==> config.mk <==
export PLATFORM = sky130hd
export DESIGN_NAME = bus_master_priority_config
export DESIGN_NICKNAME = d
export VERILOG_FILES = /design/src/logic/prio_pkg.sv /design/src/logic/prio_arbiter.sv /design/src/logic/bus_master_priority_config.sv
export SDC_FILE = /design/constraint.sdc
export NUM_CORES = 1
export LEC_CHECK = 0
export BUFFER_PORTS_ARGS = -buffer_cell sky130_fd_sc_hd__buf_2
export CORE_MARGIN = 4
export CORE_UTILIZATION = 45
export DETAILED_ROUTE_END_ITERATION = 6
export PLACE_DENSITY = 0.67
export SETUP_SLACK_MARGIN = 0.3
export SYNTH_ARGS = -nofsm -noshare
export SYNTH_HDL_FRONTEND = slang
export SYNTH_SLANG_ARGS = --single-unit
==> constraint.sdc <==
create_clock -name core_clk -period 25 [get_ports core_clk]
set_clock_uncertainty 0.2 [all_clocks]
set_input_delay 2.5 -clock core_clk [delete_from_list [all_inputs] [get_ports core_clk]]
set_output_delay 2.5 -clock core_clk [all_outputs]
set_load 0.02 [all_outputs]
==> src/logic/prio_pkg.sv <==
// package: constants and types for the bus master priority configuration
// assumes a 32-bit register port and a twelve-master interconnect
package prio_pkg;
    localparam int ADDR_W = 32;
    localparam int DATA_W = 32;
    localparam int PRIO_W = 3;
    localparam int NUM_MASTERS = 12;
    localparam int IDX_W = 4;

    // register addresses on the configuration bus
    localparam logic [ADDR_W-1:0] LEGACY_ADDR  = 32'h01C4003C;
    localparam logic [ADDR_W-1:0] CONTROL_ADDR = 32'h01C40040;

    // field positions of master_priority_control
    localparam int BRIDGE_LSB = 16;
    localparam int DISK_LSB   = 12;
    localparam int USBCFG_LSB = 8;

    // reset values and fixed priority levels
    localparam logic [PRIO_W-1:0] FIELD_RESET = 3'h4;
    localparam logic [PRIO_W-1:0] PRIO_HIGH   = 3'h0;
    localparam logic [PRIO_W-1:0] PRIO_MID    = 3'h4;
    localparam logic [PRIO_W-1:0] PRIO_LOW    = 3'h7;
    localparam logic [DATA_W-1:0] LEGACY_RESET = 32'h00000000;

    // master indices
    localparam int M_VIDEO  = 0;
    localparam int M_TC0    = 1;
    localparam int M_TC1    = 2;
    localparam int M_HDMA   = 3;
    localparam int M_HCFG   = 4;
    localparam int M_DSPDMA = 5;
    localparam int M_DSPCFG = 6;
    localparam int M_ETH    = 7;
    localparam int M_USB    = 8;
    localparam int M_DISK   = 9;
    localparam int M_BRIDGE = 10;
    localparam int M_ACCEL  = 11;

    // register port request
    typedef struct packed {
        logic              wr;
        logic              rd;
        logic [ADDR_W-1:0] addr;
        logic [DATA_W-1:0] wdata;
    } reg_req_t;

    // grant answer to the interconnect
    typedef struct packed {
        logic             valid;
        logic [IDX_W-1:0] index;
    } grant_t;
endpackage : prio_pkg

==> src/logic/prio_arbiter.sv <==
// priority arbiter: lowest value wins, round robin among equals
// assumes request and priority vectors come from logic on core_clk
`timescale 1ns/1ps
`default_nettype none
module prio_arbiter (
    // clock and reset
    input  wire logic                                      core_clk,
    input  wire logic                                      reset_n,
    // requests and priorities
    input  wire logic [prio_pkg::NUM_MASTERS-1:0]           req,
    input  wire logic [prio_pkg::NUM_MASTERS*prio_pkg::PRIO_W-1:0] prio,
    // registered grant
    output var prio_pkg::grant_t                           grant
);
    prio_pkg::grant_t                  grant_next;
    logic [prio_pkg::IDX_W-1:0]        last_reg;

    localparam int W = prio_pkg::PRIO_W;

    // search from the master after the last winner, keep strictly lower
    always_comb begin
        logic [W-1:0] best;
        logic [W-1:0] cand;
        int           idx;
        best       = '1;
        cand       = '0;
        idx        = 0;
        grant_next = '0;
        for (int k = 1; k <= prio_pkg::NUM_MASTERS; k++) begin
            idx  = (int'(last_reg) + k) % prio_pkg::NUM_MASTERS;
            cand = prio[idx*W +: W];
            if (req[idx] && (!grant_next.valid || cand < best)) begin
                best             = cand;
                grant_next.valid = 1'b1;
                grant_next.index = prio_pkg::IDX_W'(idx);
            end
        end
    end

    // register grant and rotation pointer
    always_ff @(posedge core_clk or negedge reset_n) begin
        if (!reset_n) begin
            grant    <= '0;
            last_reg <= '0;
        end else begin
            grant <= grant_next;
            if (grant_next.valid) begin
                last_reg <= grant_next.index;
            end
        end
    end
endmodule : prio_arbiter
`default_nettype wire

==> src/logic/bus_master_priority_config.sv <==
// bus master priority configuration: register and arbitration
// assumes a one-cycle register port and request levels on core_clk
// assumes the interconnect reads master_prio and grant on core_clk
`timescale 1ns/1ps
`default_nettype none
module bus_master_priority_config (
    // clock and reset
    input  wire logic                                      core_clk,
    input  wire logic                                      reset_n,
    // register port
    input  wire logic [prio_pkg::ADDR_W-1:0]                reg_addr,
    input  wire logic [prio_pkg::DATA_W-1:0]                reg_wdata,
    input  wire logic                                      reg_wr,
    input  wire logic                                      reg_rd,
    output logic [prio_pkg::DATA_W-1:0]                     reg_rdata,
    // master requests and grant
    input  wire logic [prio_pkg::NUM_MASTERS-1:0]           master_req,
    output logic [prio_pkg::NUM_MASTERS*prio_pkg::PRIO_W-1:0] master_prio,
    output var prio_pkg::grant_t                           grant
);
    localparam int W = prio_pkg::PRIO_W;

    // where a master's priority comes from: a fixed default or a field
    typedef enum logic [1:0] {
        SRC_FIXED  = 2'h0,
        SRC_BRIDGE = 2'h1,
        SRC_DISK   = 2'h2,
        SRC_USBCFG = 2'h3
    } prio_src_t;

    // bundled register port
    prio_pkg::reg_req_t                 req;
    // address decode, one flag per register and strobe
    logic                               ctrl_wr_hit;
    logic                               ctrl_rd_hit;
    logic                               legacy_wr_hit;
    logic                               legacy_rd_hit;
    // priority fields of the control register
    logic [W-1:0]                       bridge_reg;
    logic [W-1:0]                       disk_reg;
    logic [W-1:0]                       usbcfg_reg;
    // legacy storage, read back only
    logic [prio_pkg::DATA_W-1:0]        legacy_reg;
    // read path
    logic [prio_pkg::DATA_W-1:0]        control_view;
    logic [prio_pkg::DATA_W-1:0]        rdata_next;
    // per-master priorities ahead of the output register
    logic [prio_pkg::NUM_MASTERS*W-1:0] prio_next;

    // bundle the register port
    assign req = '{wr: reg_wr, rd: reg_rd, addr: reg_addr,
                   wdata: reg_wdata};

    // full address decode, so near addresses never alias a register
    assign ctrl_wr_hit   = req.wr && (req.addr == prio_pkg::CONTROL_ADDR);
    assign ctrl_rd_hit   = req.rd && (req.addr == prio_pkg::CONTROL_ADDR);
    assign legacy_wr_hit = req.wr && (req.addr == prio_pkg::LEGACY_ADDR);
    assign legacy_rd_hit = req.rd && (req.addr == prio_pkg::LEGACY_ADDR);

    // bridge and accelerator field, bits written elsewhere are dropped
    always_ff @(posedge core_clk or negedge reset_n) begin
        if (!reset_n) begin
            bridge_reg <= prio_pkg::FIELD_RESET;
        end else if (ctrl_wr_hit) begin
            bridge_reg <= req.wdata[prio_pkg::BRIDGE_LSB +: W];
        end
    end

    // disk interface field
    always_ff @(posedge core_clk or negedge reset_n) begin
        if (!reset_n) begin
            disk_reg <= prio_pkg::FIELD_RESET;
        end else if (ctrl_wr_hit) begin
            disk_reg <= req.wdata[prio_pkg::DISK_LSB +: W];
        end
    end

    // usb and dsp configuration field, shared by both masters
    always_ff @(posedge core_clk or negedge reset_n) begin
        if (!reset_n) begin
            usbcfg_reg <= prio_pkg::FIELD_RESET;
        end else if (ctrl_wr_hit) begin
            usbcfg_reg <= req.wdata[prio_pkg::USBCFG_LSB +: W];
        end
    end

    // legacy register stores and reads back; its value goes nowhere
    // else, so software that still programs it sees no change in order
    always_ff @(posedge core_clk or negedge reset_n) begin
        if (!reset_n) begin
            legacy_reg <= prio_pkg::LEGACY_RESET;
        end else if (legacy_wr_hit) begin
            legacy_reg <= req.wdata;
        end
    end

    // control view: reserved positions forced to zero, so what is
    // written there is lost and always reads back as zero
    always_comb begin
        control_view = '0;
        control_view[prio_pkg::BRIDGE_LSB +: W] = bridge_reg;
        control_view[prio_pkg::DISK_LSB +: W]   = disk_reg;
        control_view[prio_pkg::USBCFG_LSB +: W] = usbcfg_reg;
    end

    // read mux; unmapped addresses and idle cycles read zero
    always_comb begin
        rdata_next = '0;
        if (ctrl_rd_hit) begin
            rdata_next = control_view;
        end else if (legacy_rd_hit) begin
            rdata_next = legacy_reg;
        end
    end

    // read data stands one cycle after the strobe, zero otherwise
    always_ff @(posedge core_clk or negedge reset_n) begin
        if (!reset_n) begin
            reg_rdata <= '0;
        end else begin
            reg_rdata <= rdata_next;
        end
    end

    // per-master priorities; only fixed defaults and the control register fields feed
    // them, which is why the legacy register has no say in arbitration
    // a field shared by two masters moves both of them at once
    for (genvar m = 0; m < prio_pkg::NUM_MASTERS; m++) begin : g_master
        prio_src_t    src;
        logic [W-1:0] fixed_prio;
        logic [W-1:0] prio_sel;

        // source and fixed default of this master
        always_comb begin
            src        = SRC_FIXED;
            fixed_prio = prio_pkg::PRIO_MID;
            case (m)
                prio_pkg::M_VIDEO: begin
                    fixed_prio = prio_pkg::PRIO_HIGH;
                end
                prio_pkg::M_TC0: begin
                    fixed_prio = prio_pkg::PRIO_HIGH;
                end
                prio_pkg::M_TC1: begin
                    fixed_prio = prio_pkg::PRIO_HIGH;
                end
                prio_pkg::M_HDMA: begin
                    fixed_prio = prio_pkg::PRIO_MID;
                end
                prio_pkg::M_HCFG: begin
                    fixed_prio = prio_pkg::PRIO_MID;
                end
                prio_pkg::M_DSPDMA: begin
                    fixed_prio = prio_pkg::PRIO_LOW;
                end
                prio_pkg::M_ETH: begin
                    fixed_prio = prio_pkg::PRIO_MID;
                end
                prio_pkg::M_DSPCFG: begin
                    src = SRC_USBCFG;
                end
                prio_pkg::M_USB: begin
                    src = SRC_USBCFG;
                end
                prio_pkg::M_DISK: begin
                    src = SRC_DISK;
                end
                prio_pkg::M_BRIDGE: begin
                    src = SRC_BRIDGE;
                end
                prio_pkg::M_ACCEL: begin
                    src = SRC_BRIDGE;
                end
                default: begin
                    // no master sits here; keep the middle value
                    fixed_prio = prio_pkg::PRIO_MID;
                end
            endcase
        end

        // a field-fed master follows its field from the next edge on
        always_comb begin
            case (src)
                SRC_BRIDGE: prio_sel = bridge_reg;
                SRC_DISK:   prio_sel = disk_reg;
                SRC_USBCFG: prio_sel = usbcfg_reg;
                default:    prio_sel = fixed_prio;
            endcase
        end

        // each master owns its own slice of the priority vector
        assign prio_next[m*W +: W] = prio_sel;
    end

    // registered priority outputs
    always_ff @(posedge core_clk or negedge reset_n) begin
        if (!reset_n) begin
            master_prio <= '0;
        end else begin
            master_prio <= prio_next;
        end
    end

    // arbitration on the registered priorities
    prio_arbiter u_arb (
        .core_clk (core_clk),
        .reset_n  (reset_n),
        .req      (master_req),
        .prio     (master_prio),
        .grant    (grant)
    );
endmodule : bus_master_priority_config
`default_nettype wire

* Word level (Yosys, flattened, before mapping)
Index checks and enable logic that the tools add are counted.
Storage, ports and cells: flip-flop bits (word level) 103, input port bits 80, output and inout bits 73, word-level logic and storage cells 180
Operators by class: add/sub/neg operators 12, multipliers 12, divide/modulo/power cells 12, $lt $le $gt $ge 23, equality and inequality tests 2, shift-type cells 12, multiplexer cells 61, reduce and logical (&&, ||, !) cells 37
Operator list (count):
- $shiftx 36x32->3 | 12
- $lt 32x6->1 const B | 12
- $mod 32x5->32 const B | 12
- $mul 32x3->32 const B | 12
- $eq 32x25->1 const B | 2
- $mux 32 | 2
- $mux 5 | 12
- $bmux 1 s4 | 12
- $lt 3x3->1 | 11
- $mux 3 | 11
- $add 4x4->5 const B | 5
- $mux 1 | 24
- $add 4x3->5 const B | 4
- $logic_and 1x1->1 | 15
- $logic_not 1->1 | 11
- $logic_or 1x1->1 | 11
- $add 4x2->5 const B | 2
- $add 4x1->5 const B | 1

* Logic depth before layout (Yosys ltp)
depth after elaboration 50, gate-level depth with buffers 102, depth with buffers taken out 96

* Hierarchy
From an unflattened synthesis, not the netlist that was laid out.
Second synthesis, totals: cells, all modules 2236, area total of the unflattened synthesis 19030.8 µm²
By module, submodules not included:
- prio_arbiter | instances 1, cells an instance 2024, area an instance 15846.4 µm², seq. area each 225.2 µm²
- bus_master_priority_config | instances 1, cells an instance 212, area an instance 3184.3 µm², seq. area each 2080.7 µm²

* Least setup slack after synthesis
Ideal clock, no wire load.
path kind register to register, start register u_arb.last_reg[1] in the netlist's numbering, end register u_arb.grant[0] (netlist name), arrival time 18933 ps, required time 24735 ps, setup slack 5802 ps, stages on the path, launching flop included 98, buffers on the path 5, cells stage by stage dfrtp_1 -> clkbuf_1 -> clkinv_1 -> ha_1 -> buf_2 -> and4b_1 -> nor3_1 -> a21o_1 -> ha_1 -> a21oi_1 -> mux2_2 -> ha_1 -> ha_1 -> a211oi_1 -> nor2_1 -> o22ai_1 -> xor2_1 -> xnor2_1 -> (+62 left out) -> a21oi_1 -> and2_1 -> nand2b_1 -> o21ai_0 -> o31a_1 -> buf_4 -> nand2_1 -> o21a_1 -> ha_1 -> o21ai_0 -> a21oi_1 -> nand2_1 -> inv_1 -> nand2_1 -> o211a_1 -> buf_4 -> nor4b_1 -> a21o_1
RTL lines:
- start: declaration | line prio_arbiter.sv:16 | logic [prio_pkg::IDX_W-1:0] last_reg;
- start signal: assignment | line prio_arbiter.sv:48 | last_reg <= grant_next.index;

* Worst setup path after layout
start register u_arb.last_reg[2] in the netlist's numbering, end register u_arb.last_reg[3] in the netlist's numbering
On the way: cells in the longest elaborated chain, start to end 50, elaborated cells on any way between the ends 151
Ends and longest elaborated chain:
- branches (longest 49 deep; another with $mod 32x5->32)
- $mux 5 (*) | line prio_arbiter.sv:32 | if (req[idx] && (!grant_next.valid || cand < best)) begin
Mark *: on every way between the ends. The select of a mux whose other input is x is not followed. A chain may end at the register's enable or synchronous reset.

==> reports/metrics.cfg <==
[synth]
ys_top_cells_by_area = dfrtp_1 (15%), ha_1 (13%), mux2_2 (5.3%)
syn_inst = 1891
syn_avg_cell_area_um2 = 8.11
synth.top_cells.by_count = ha_1 (161), nand2_1 (149), nor2_1 (142)
ys_async_sr_fraction = 1.00
yosys.area.top_type = dfrtp_1
synth-main-ff-cell = dfrtp_1
yosysSeqAreaShare = 0.150
synth_top_cell_area_share = 0.145
ys_types = 114
yosysMostFrequentCell = ha_1
ys.warnings.count = 0
syn_area_mm2 = 0.0153
ys_ff_latch = 92
synth_edf_count = 0

[place]
placed_cells = 2385
dp_hpwl_um = 42000
port_buffers = 137
gp_congestion = 1.00

[global_routing]
overflow = 0
antenna_found_initial = 1
track_usage = 0.279
use_met3 = 0.0561
first_global_vias = 14200
grt.busiest_layer = met2
grt_pass1_wl_um = 81400
grt_max_degree = 61
use_met1 = 0.375
use_met2 = 0.431

[floorplan]
num_rows = 67
core_mm2 = 0.0336
io_pins = 153
die_x_um = 193
die_area_mm2 = 0.0371
initial_core_util = 0.456
die-height_um = 193

[hold_path]
worstHoldEndpoint = master_prio[25]
hp-class = reg -> reg
hold_depth = 0
holdCritStartpoint = usbcfg_reg[1]

[setup_path]
worst_setup_path_start_kind = register
worstPathMaxFanout = 18
cpPeakStageDelay_ns = 0.77
reg2reg_from = u_arb.last_reg[2]
end_kind = register
critical_path.slowest_cell = dfrtp_1
reg2reg_depth = 93
rrSetupSlack_ns = 2.37
critPathMostFrequentCell = ha_1
cp.required_ns = 25.06
worstSetupPathType = reg -> reg
worstPathArrival_ns = 22.69
rr_endpoint = u_arb.last_reg[3]

[route]
wire_per_inst_um = 22.0
routed_wl_um = 52800
dr.pass1.iters = 6
viasPerCell = 6.33
drc = 0
drt_iter0_markers = 1700
vias = 15200
drtAntennaViolNets = 0

[cts]
cts_buffers = 9
clock_latency_ns = 0.34
clkTransAtPathRegs_ns = 0.07
clock_sinks = 92
clk_path_buf_depth = 2
cts_max_level = 3
post_cts_buffers = 0
cts_tree = built
root_buffer = clkbuf_16
ctsHoldBuffers = 0
cts_resized = 0

[sta]
min_period_ns = 22.63
hold_viol = 0
tightestPinTransition_ns = 1.05
maxClockFrequency_mhz = 44.2
slew_violations = 0
post-route-period-util = 0.905
maxSlewHeadroom = 0.299
rsz0062_at_grt = no
final.setup.tns_ns = 0
finalSetupViolations = 0

[layout]
instances_no_fill = 2402
drive_gt1_frac = 0.174
nNetsFinal = 2202
areaGrowthSynthToFinish_pct = 7.24

[run_status]
status = finished clean

[job]
max_cap_violations = 0

area by class of cell:
class,count,area (µm²)
clock inverter,6,55.1
clock buffer,10,239
antenna,1,2.50
timing repair buffer,161,868
sequential,92,2310
multi-input combinational,1579,12000
fill,3215,17200
inverter,105,394
tap,448,561
cells in the final DEF, fill, tap and decap left out, drive strengths merged, types with 61 or more instances in the layout:
cell,count
dfrtp,89
mux2i,61
o21ai,131
a21oi,142
ha,161
nor2,145
mux2,75
buf,161
nand2,149
inv,105
worst max path at each step:
stage / start / endpoint / slack [ns]
2_1_floorplan: u_arb.last_reg[1] / u_arb.grant[0] / 5.80
3_3_place_gp: u_arb.last_reg[2] / u_arb.last_reg[3] / 3.53
3_5_place_dp: u_arb.last_reg[2] / u_arb.last_reg[3] / 2.86
4_1_cts: u_arb.last_reg[2] / u_arb.last_reg[3] / 2.74
5_1_grt: u_arb.last_reg[2] / u_arb.last_reg[3] / 0.70
6_report: u_arb.last_reg[2] / u_arb.last_reg[3] / 2.37
cell families (layout without fill, tap and decap cells):
logic type                 after synthesis  count (layout)  synth area share
AOI/OAI and AO/OA                      590             590             0.261
and+or+nand+nor                        563             563             0.185
xor gates and xnor gates                70              70            0.0439
other                                    2              17          0.000490
adders and majority gates              175             175             0.149
buffers and inverters                  234             282            0.0706
muxes                                  165             165             0.139
DFF                                     92              92             0.150
per-layer routing:
layer  routed length (µm)  vias to the layer above
li1                     -                     7103
met1                21900                     7158
met2                22800                      802
met3                 4950                      146
met4                 3060                        0
met5                    0                        -
per-stage QoR:
step                setup WS (ns)  hold WS [ns]  utilization  instance area [µm²]
finish                       2.37         0.205        0.489                16500
global route                0.699         0.211        0.489                16400
CTS                          2.74         0.204        0.489                16400
detailed placement           2.86         0.190        0.481                16200
global placement             3.53         0.185        0.481                16200
floorplan                    5.80         0.171            -                15400
critical path, delay by kind of cell, from the launching register on:
| family | cells | cell delay (ns) |
|---|---|---|
| flip-flops | 1 | 0.77 |
| AO/OA/AOI/OAI | 37 | 8.44 |
| multiplexers | 7 | 2.50 |
| XOR/XNOR | 2 | 0.43 |
| buffers and inverters | 6 | 0.77 |
| adder cells (fa/ha/maj) | 17 | 5.20 |
| AND/OR/NAND/NOR | 24 | 4.18 |
Power is left out: the tool's default activity adds up to more than one toggle a clock period on the data nets, which glitch-free logic cannot reach.
